File: config.mk
export PLATFORM = sky130hd
export DESIGN_NAME = option_return_from_irq_decode
export DESIGN_NICKNAME = d
export VERILOG_FILES = /design/src/rtl/op_decode_pkg.sv /design/src/rtl/option_return_from_irq_decode.sv /design/src/rtl/ret_stack.sv
export SDC_FILE = /design/constraint.sdc
export NUM_CORES = 1
export LEC_CHECK = 0
export ABC_AREA = 1
export BUFFER_PORTS_ARGS = -buffer_cell sky130_fd_sc_hd__buf_4
export CAP_MARGIN = 20
export CORE_MARGIN = 2
export CORE_UTILIZATION = 56
export DETAILED_ROUTE_END_ITERATION = 6
export GPL_TIMING_DRIVEN = 0
export PLACE_DENSITY_LB_ADDON = 0.3
export SYNTH_ARGS = -nofsm -noshare
export SYNTH_HDL_FRONTEND = slang
export SYNTH_SLANG_ARGS = --single-unit
File: constraint.sdc
create_clock -name ref_clk_i -period 2.1 [get_ports ref_clk_i]
set_input_delay 0.21 -clock ref_clk_i [delete_from_list [all_inputs] [get_ports ref_clk_i]]
set_output_delay 0.21 -clock ref_clk_i [all_outputs]
set_load 0.02 [all_outputs]
File: src/rtl/op_decode_pkg.sv
// Overview of operation
// RL1: an instruction word equal to the option-load opcode copies all of the working register into the prescaler configuration register.
// RL2: the prescaler configuration register is also read and written through ordinary file-register addressing.
// RL3: the return-from-interrupt opcode pops the return stack and loads the program counter from the old stack top.
// RL4: return-from-interrupt sets global_irq_enable, bit 7 of irq_control_reg, to one.
// RL5: return-from-interrupt takes two instruction cycles, the prefetched word being flushed.
// RL6: both instructions are one word, leave the zero, carry and digit-carry flags alone, and the option load takes one cycle.
package op_decode_pkg;
  localparam int unsigned INSN_W = 14;
  localparam int unsigned DATA_W = 8;
  localparam int unsigned PC_W = 13;
  localparam int unsigned STACK_DEPTH = 8;
  localparam int unsigned STACK_PTR_W = 3;
  localparam logic [13:0] OPC_OPTION_LOAD = 14'h0062;
  localparam logic [13:0] OPC_RETURN_FROM_IRQ = 14'h0009;
  localparam logic [6:0] ADDR_OPTION = 7'h01;
  localparam logic [6:0] ADDR_IRQ_CONTROL = 7'h0B;
  localparam int unsigned GLOBAL_IRQ_ENABLE_BIT = 7;
  localparam logic [7:0] OPTION_RST = 8'hFF;
  localparam logic [7:0] IRQ_CONTROL_RST = 8'h00;
  localparam logic [12:0] PC_RST = 13'h0000;
  localparam logic [7:0] STATUS_RST = 8'h18;
  localparam int unsigned RETURN_CYCLES = 2;

  typedef struct packed {
    logic wr;
    logic [6:0] addr;
    logic [7:0] data;
  } file_wr_t;

  typedef struct packed {
    logic push;
    logic [12:0] addr;
  } call_req_t;
endpackage

File: src/rtl/option_return_from_irq_decode.sv
`timescale 1ns/1ps
// decode and execute of the option load and the return from interrupt
module option_return_from_irq_decode (
  input wire logic ref_clk_i,
  input wire logic rst_i,
  input wire logic ce_i,
  input wire logic insn_valid_i,
  input wire logic [13:0] insn_i,
  input wire logic [7:0] w_i,
  input wire op_decode_pkg::file_wr_t file_wr_i,
  input wire logic [6:0] file_rd_addr_i,
  input wire op_decode_pkg::call_req_t call_i,
  input wire logic [12:0] pc_next_i,
  input wire logic [7:0] status_i,
  output logic [7:0] file_rd_data_o,
  output logic [7:0] option_o,
  output logic [7:0] irq_control_o,
  output logic global_irq_enable_o,
  output logic [12:0] pc_o,
  output logic pc_load_o,
  output logic flush_o,
  output logic busy_o,
  output logic [7:0] status_o
);
  typedef enum logic [0:0] {ST_RUN, ST_FLUSH} state_t;

  // one opcode compare per instruction, shared by decode and checks
  function automatic logic is_opc(input logic [13:0] w, input logic [13:0] opc);
    return w == opc;
  endfunction

  state_t state_q, state_d;
  logic [7:0] option_q, option_d;
  logic [7:0] irqc_q, irqc_d;
  logic [12:0] pc_q, pc_d;
  logic pc_load_q, pc_load_d;
  logic flush_q, flush_d;
  logic busy_q, busy_d;
  logic [7:0] rd_q, rd_d;
  logic [7:0] status_q, status_d;
  logic [12:0] stack_top;
  logic do_opt, do_ret, pop;

  // a word arriving during the flush cycle is the stale prefetch and is dropped
  assign do_opt = insn_valid_i && state_q == ST_RUN &&
                  is_opc(insn_i, op_decode_pkg::OPC_OPTION_LOAD);
  assign do_ret = insn_valid_i && state_q == ST_RUN &&
                  is_opc(insn_i, op_decode_pkg::OPC_RETURN_FROM_IRQ);
  assign pop = do_ret; // [RL3]

  ret_stack #(
    .DEPTH(op_decode_pkg::STACK_DEPTH),
    .PTR_W(op_decode_pkg::STACK_PTR_W),
    .ADDR_W(op_decode_pkg::PC_W)
  ) u_stack (
    .ref_clk_i(ref_clk_i),
    .rst_i(rst_i),
    .ce_i(ce_i),
    .push_i(call_i.push),
    .pop_i(pop),
    .push_addr_i(call_i.addr),
    .top_o(stack_top)
  );

  // execute: option load wins over a file write in the same cycle
  always_comb begin
    state_d = ST_RUN;
    option_d = option_q;
    irqc_d = irqc_q;
    pc_d = pc_next_i;
    pc_load_d = 1'b0;
    flush_d = 1'b0;
    busy_d = 1'b0;
    status_d = status_i; // [RL6] flags pass through untouched
    if (file_wr_i.wr && file_wr_i.addr == op_decode_pkg::ADDR_OPTION) begin
      option_d = file_wr_i.data; // [RL2]
    end
    if (file_wr_i.wr && file_wr_i.addr == op_decode_pkg::ADDR_IRQ_CONTROL) begin
      irqc_d = file_wr_i.data;
    end
    if (do_opt) begin
      option_d = w_i; // [RL1] single cycle, no flush [RL6]
    end
    if (do_ret) begin
      pc_d = stack_top; // [RL3]
      pc_load_d = 1'b1;
      flush_d = 1'b1; // [RL5]
      busy_d = 1'b1; // [RL5]
      state_d = ST_FLUSH; // [RL5]
      irqc_d[op_decode_pkg::GLOBAL_IRQ_ENABLE_BIT] = 1'b1; // [RL4] set wins over a file write
    end
    // read data is registered, so it shows writes made on the same edge
    rd_d = 8'h00;
    case (file_rd_addr_i)
      op_decode_pkg::ADDR_OPTION: rd_d = option_d; // [RL2]
      op_decode_pkg::ADDR_IRQ_CONTROL: rd_d = irqc_d;
      default: rd_d = 8'h00;
    endcase
  end

  // one register stage for all execute state; a low clock enable holds everything
  always_ff @(posedge ref_clk_i) begin
    if (rst_i) begin
      state_q <= ST_RUN;
      option_q <= op_decode_pkg::OPTION_RST;
      irqc_q <= op_decode_pkg::IRQ_CONTROL_RST;
      pc_q <= op_decode_pkg::PC_RST;
      pc_load_q <= 1'b0;
      flush_q <= 1'b0;
      busy_q <= 1'b0;
      rd_q <= 8'h00;
      status_q <= op_decode_pkg::STATUS_RST;
    end else if (ce_i) begin
      state_q <= state_d;
      option_q <= option_d;
      irqc_q <= irqc_d;
      pc_q <= pc_d;
      pc_load_q <= pc_load_d;
      flush_q <= flush_d;
      busy_q <= busy_d;
      rd_q <= rd_d;
      status_q <= status_d;
    end
  end

  // outputs come straight from their flops; no decode sits between flop and pin
  assign option_o = option_q;
  assign irq_control_o = irqc_q;
  assign global_irq_enable_o = irqc_q[op_decode_pkg::GLOBAL_IRQ_ENABLE_BIT];
  assign pc_o = pc_q;
  assign pc_load_o = pc_load_q;
  assign flush_o = flush_q;
  assign busy_o = busy_q;
  assign file_rd_data_o = rd_q;
  assign status_o = status_q;
endmodule

File: src/rtl/ret_stack.sv
`timescale 1ns/1ps
// hardware return stack; circular, so overflow silently overwrites the oldest entry
module ret_stack #(
  parameter int unsigned DEPTH = op_decode_pkg::STACK_DEPTH,
  parameter int unsigned PTR_W = op_decode_pkg::STACK_PTR_W,
  parameter int unsigned ADDR_W = op_decode_pkg::PC_W
) (
  input wire logic ref_clk_i,
  input wire logic rst_i,
  input wire logic ce_i,
  input wire logic push_i,
  input wire logic pop_i,
  input wire logic [ADDR_W-1:0] push_addr_i,
  output logic [ADDR_W-1:0] top_o
);
  logic [ADDR_W-1:0] mem_q [DEPTH];
  logic [ADDR_W-1:0] mem_d [DEPTH];
  logic [PTR_W-1:0] ptr_q;
  logic [PTR_W-1:0] ptr_d;

  // push writes above the pointer, pop steps the pointer back down
  always_comb begin
    mem_d = mem_q;
    ptr_d = ptr_q;
    if (push_i) begin
      ptr_d = ptr_q + PTR_W'(1);
      mem_d[ptr_d] = push_addr_i;
    end else if (pop_i) begin
      ptr_d = ptr_q - PTR_W'(1);
    end
  end

  always_ff @(posedge ref_clk_i) begin
    if (rst_i) begin
      ptr_q <= '0;
      for (int i = 0; i < DEPTH; i++) begin
        mem_q[i] <= '0;
      end
    end else if (ce_i) begin
      ptr_q <= ptr_d;
      mem_q <= mem_d;
    end
  end

  assign top_o = mem_q[ptr_q];
endmodule

# --- Word level (Yosys, flattened, before mapping) ---
# Cells that the tools add are included.
op_classes:
  n_addsub: 2
  order_cmp: 3
  n_eq_ne: 6
  n_mux: 15
  bitwise: 3
  n_reduce_logical: 9
op_table:
  columns: ["cell", "n"]
  rows:
  - ["$bwmux 104", 1]
  - ["$mux 13", 4]
  - ["$bmux 13 s3", 1]
  - ["$demux 13 s3", 1]
  - ["$mux 8", 3]
  - ["$pmux 8 s2", 1]
  - ["$eq 14x4->1 const B", 1]
  - ["$eq 14x7->1 const B", 1]
  - ["$eq 7x1->1 const B", 2]
  - ["$eq 7x4->1 const B", 2]
  - ["$ge 4x4->1 const B", 2]
  - ["$not 3->4", 2]
  - ["$logic_and 1x1->1", 6]
  - ["$mux 3", 2]
  - ["$lt 4x1->1 const B", 1]
  - ["$reduce_and 2->1", 2]
  - ["$add 3x1->3 const B", 1]
  - ["$sub 3x1->3 const B", 1]
  - ["$mux 1", 2]
  - ["$reduce_bool 2->1", 1]
  - ["$not 1->1", 1]
word_totals:
  register_bits: 153
  input_bits: 84
  output_inout_bits: 49
  elab_cells: 53

# --- Logic depth before layout (Yosys ltp) ---
logic_depth:
  ltp_word: 7
  ltp_mapped: 10
  mapped_depth_nobuf: 10

# --- Modules after synthesis ---
# A second synthesis with hierarchy kept.
hier_totals:
  cells_unflattened: 1263
  area_unflattened_um2: 8127.8
modules_own_cells:
  columns: ["module", "n_inst", "cells_each", "area_per_inst_um2", "seq_area_each_um2"]
  rows:
  - ["ret_stack", 1, 890, 5552.8, 2142.1]
  - ["option_return_from_irq_decode", 1, 373, 2575.0, 920.9]

# --- Worst setup path after synthesis ---
# No wires, ideal clock.
synth_path:
  kind: "register to register"
  from: "reg u_stack.ptr_q[0]"
  to: "reg u_stack.mem_q[10] (netlist bit)"
  setup_time_ns: 0.119
  t_arrival_ns: 1.690
  required_ns: 1.981
  slack_ns: 0.290
  stages_incl_launch_ff: 9
  path_buffers: 1
  synth_period_minus_slack_ns: 1.810
  cell_sequence: "dfxtp_1 -> inv_2 -> ha_1 -> inv_2 -> nor2_4 -> nand2_2 -> buf_2 -> o21ai_0 -> a21oi_1"
synth_via:
  elab_chain_cells: 7
  elab_cells_between_ends: 8
  classes_between: "add/sub (1); order compare (2); mux (3); bitwise (1); reduce/logical (1)"
synth_lines:
  columns: ["item", "line", "text"]
  rows:
  - ["from (decl)", "ret_stack.sv:18", "logic [PTR_W-1:0] ptr_q;"]
  - ["from (signal assigned)", "ret_stack.sv:40", "ptr_q <= ptr_d;"]
  - ["$add 3x1->3 *", "ret_stack.sv:26", "ptr_d = ptr_q + PTR_W'(1);"]
  - ["$not 3->4 (implied by the code) *", "ret_stack.sv:27", "mem_d[ptr_d] = push_addr_i;"]
  - ["$ge 4x4->1 (implied by the code) or $lt 4x1->1 (tied branches)", "ret_stack.sv:27", null]
  - ["$logic_and 1x1->1 (implied by the code)", "ret_stack.sv:27", null]
  - ["$mux 13 (implied by the code)", "ret_stack.sv:27", null]
  - ["$demux 13 s3 *", "ret_stack.sv:27", null]
  - ["$bwmux 104 *", "ret_stack.sv:27", null]
  - ["to (signal assigned)", "ret_stack.sv:41", "mem_q <= mem_d;"]
  - ["to (decl)", "ret_stack.sv:16", "logic [ADDR_W-1:0] mem_q [DEPTH];"]
# Mark *: on every way between the ends. The rest lies on a longest branch, timed or not.
# A chain may end at the register's enable or synchronous reset.

# --- Final worst setup path ---
layout_path:
  from: "reg u_stack.ptr_q[1]"
  to: "reg u_stack.mem_q[7] (netlist bit)"
# The elaborated chain is that of the path after synthesis.

==> results.json <==
{
  "path_buf_inv": 4,
  "num_io_pins": 133,
  "ir_drop_v": 0.000510,
  "syn_avg_cell_area_um2": 7.28,
  "cts.sinks": 153,
  "crit_slowest_cell": "ha_4",
  "criticalPathCategory": "flip-flop to flip-flop",
  "final_common_cell": "dfxtp_1",
  "synthAdderAreaFrac_pct": 0.351,
  "arrival_ns": 2.28,
  "insertion_delay_ns": 0.43,
  "worstMarginPinSlew_ns": 0.656,
  "cts.clk_slew.worst_paths_ns": 0.06,
  "post_drt_wl_per_cell_um": 17.0,
  "p_total_mw": 7.24,
  "cts_tree": "done",
  "die_width_um": 117,
  "dpl.hpwl_um": 15900,
  "cts_root_buf": "clkbuf_16",
  "fin_nets": 1220,
  "vias": 7594,
  "rrSetupSlack_ns": 0.14,
  "rsz0062_at_grt": "false",
  "yosys.area.top_type": "dfxtp_1",
  "ys_ff_latch": 153,
  "initial_core_util_pct": 57.0,
  "power.leakage_nw": 3.67,
  "synth_fp_nets": 1066,
  "start_kind": "flip-flop",
  "netlist_top_cells_area": "dfxtp_1, a21oi_1, nand3_1, o21ai_0, nand2_1",
  "synth_xor_area_share_pct": 0.245,
  "gp_congestion": 0.976,
  "synth-simple-area-share_pct": 22.7,
  "cp_max_fo": 10,
  "synth_top_family_by_area": "compound AO/OA/AOI/OAI gates",
  "syn_area_um2": 7140,
  "crit_chain": "buf_2 -> inv_1 -> ha_4 -> inv_2 -> nor2_4 -> nand2_2 -> buf_2 -> o21ai_0 -> a21oi_1",
  "cts_inserted_buffers": 17,
  "clockBufferDepth": 2,
  "grt_start_max_net_pins": 17,
  "setup_viol": 0,
  "worst_path_largest_cell_delay_ns": 0.35,
  "syn_inst": 980,
  "grt_pass1_vias": 6853,
  "fmax_ghz": 0.511,
  "drc": 6,
  "slew_viol_final": 0,
  "placementRows": 41,
  "io_buffers": 131,
  "antenna_found_initial": 0,
  "ys_warn_count": 0,
  "ys_seq_area_share_pct": 42.9,
  "drtPass1Iterations": 7,
  "status": "complete, but fails checks",
  "die_h_um": 117,
  "powerDensity_nw_per_um2": 806,
  "synth_compound_area_share_pct": 23.6,
  "htreeDepth": 4,
  "ys_types": 35,
  "finClkSkew_ns": 0.00723,
  "first_iter_violations": 663,
  "hold_viol": 0,
  "postRouteAntennaNets": 0,
  "grt_overflow_total": 0,
  "finalCriticalPeriod_ns": 1.96,
  "area_delta_synth_final_pct": 25.9,
  "synth-edff-count": 0,
  "cap_violations": 0,
  "wl_um": 22400,
  "hold_path_class": "primary input to flip-flop",
  "required_ns": 2.42,
  "layout-drive-gt1-share_pct": 20.1,
  "cpLargestDelayFamily": "buffers and inverters",
  "endpoint_kind": "flip-flop",
  "cts_setup_buffers": 0,
  "most-common-layout-cells": "dfxtp_1, a21oi_1, buf_4",
  "dieArea_um2": 13700,
  "grt.total_usage_pct": 33.3,
  "core-area_um2": 12500,
  "yosysTopAreaCellShare_pct": 42.9,
  "muxShareOfSynthArea_pct": 0,
  "n_fill_cell": 1062,
  "holdWs_ns": 0.0000443,
  "avgViaCountPerCell": 5.76,
  "slew_headroom_pct": 56.1,
  "utilization_pct": 71.8,
  "cp_common_cell": "buf_2",
  "diodes": 0,
  "fin_crit_sh_pct": 93.1,
  "ys.flop_type": "dfxtp_1",
  "grt_first_pass_wirelength_um": 34900,
  "async_flop_share_pct": 0,
  "violations": "design-rule violations"
}
[state kept, by name (all words and copies together), names as in the netlist]
name	cells
u_stack.mem_q	104
pc_o	13
file_rd_data_o	8
irq_control_o	8
option_o	8
status_o	8
u_stack.ptr_q	3
busy_o	1
[tightest hold or removal path, stage by stage]
cell and delay [ns]:
buf_4 0.08, nor2_1 0.03, nor2_1 0.08
[power by group]
part / internal (mW) / total, mW / switching (mW)
clock: 1.90 / 3.13 / 1.23
combinational: 0.406 / 1.05 / 0.649
sequential: 3.01 / 3.06 / 0.0513
[area by class of cell]
| cell class | instances | area (um^2) | share of cell area (%) |
|---|---|---|---|
| Clock buffer | 21 | 450 | 5.01 |
| Clock inverter | 11 | 148 | 1.64 |
| Timing Repair Buffer | 135 | 1020 | 11.4 |
| Sequential cell | 153 | 3060 | 34.1 |
| Tap cell | 172 | 215 | 2.39 |
| Multi-Input combinational cell | 666 | 3360 | 37.3 |
| Inverter | 92 | 348 | 3.87 |
| Buffer | 69 | 383 | 4.26 |
[cell families after synthesis]
| logic type | Yosys count |
|---|---|
| AO/OA/AOI/OAI | 315 |
| XOR/XNOR | 2 |
| adder cells (fa/ha/maj) | 2 |
| buffers and inverters | 161 |
| flip-flops | 153 |
| AND/OR/NAND/NOR | 347 |
[per-layer routing]
| layer | GRT usage (%) | part of all wire, % |
|---|---|---|
| met1 | 44.1 | 41 |
| met2 | 52.6 | 47 |
| met3 | 6.08 | 7.6 |
| met4 | 16.5 | 4.1 |
| met5 | 0 | 0 |
[synthesized netlist by cell type, types with 5 or more instances]
cell type and n:
a21oi_1 139, a22oi_1 15, buf_2 21, buf_4 6, buf_6 10, clkbuf_1 30
dfxtp_1 153, inv_1 84, inv_2 7, nand2_1 107, nand2_2 5, nand3_1 113
nor2_1 97, nor2_4 5, o211ai_1 24, o21ai_0 112, o21ai_1 22
[timing repair]
item	4_1_cts	5_1_grt
endpoints found under the hold margin	4	0
pin swaps	0	0
setup endpoints to repair	6	19
hold buffers	4	0
gates resized for setup	1	1
[path summary, 6_finish.rpt]
path | startpoint | end | cells past startpoint
max | u_stack.ptr_q[1] | u_stack.mem_q[7] | 9
min | status_i[0] | status_o[0] | 3
min reg2reg | u_stack.mem_q[53] | u_stack.mem_q[53] | 2
max reg2reg | u_stack.ptr_q[1] | u_stack.mem_q[7] | 9
[per-stage QoR]
step	TNS, ns	cell area [um^2]	cells	setup WS (ns)
global route	0	8990	1319	0.0175
finish	0	8990	1319	0.144
floorplan	0	7140	980	0.290
detailed placement	-0.00107	8340	1283	-0.00107
CTS	0	8980	1319	0.0664
global placement	0	8340	1283	0.0402
Power figures use the tool's default switching activity.
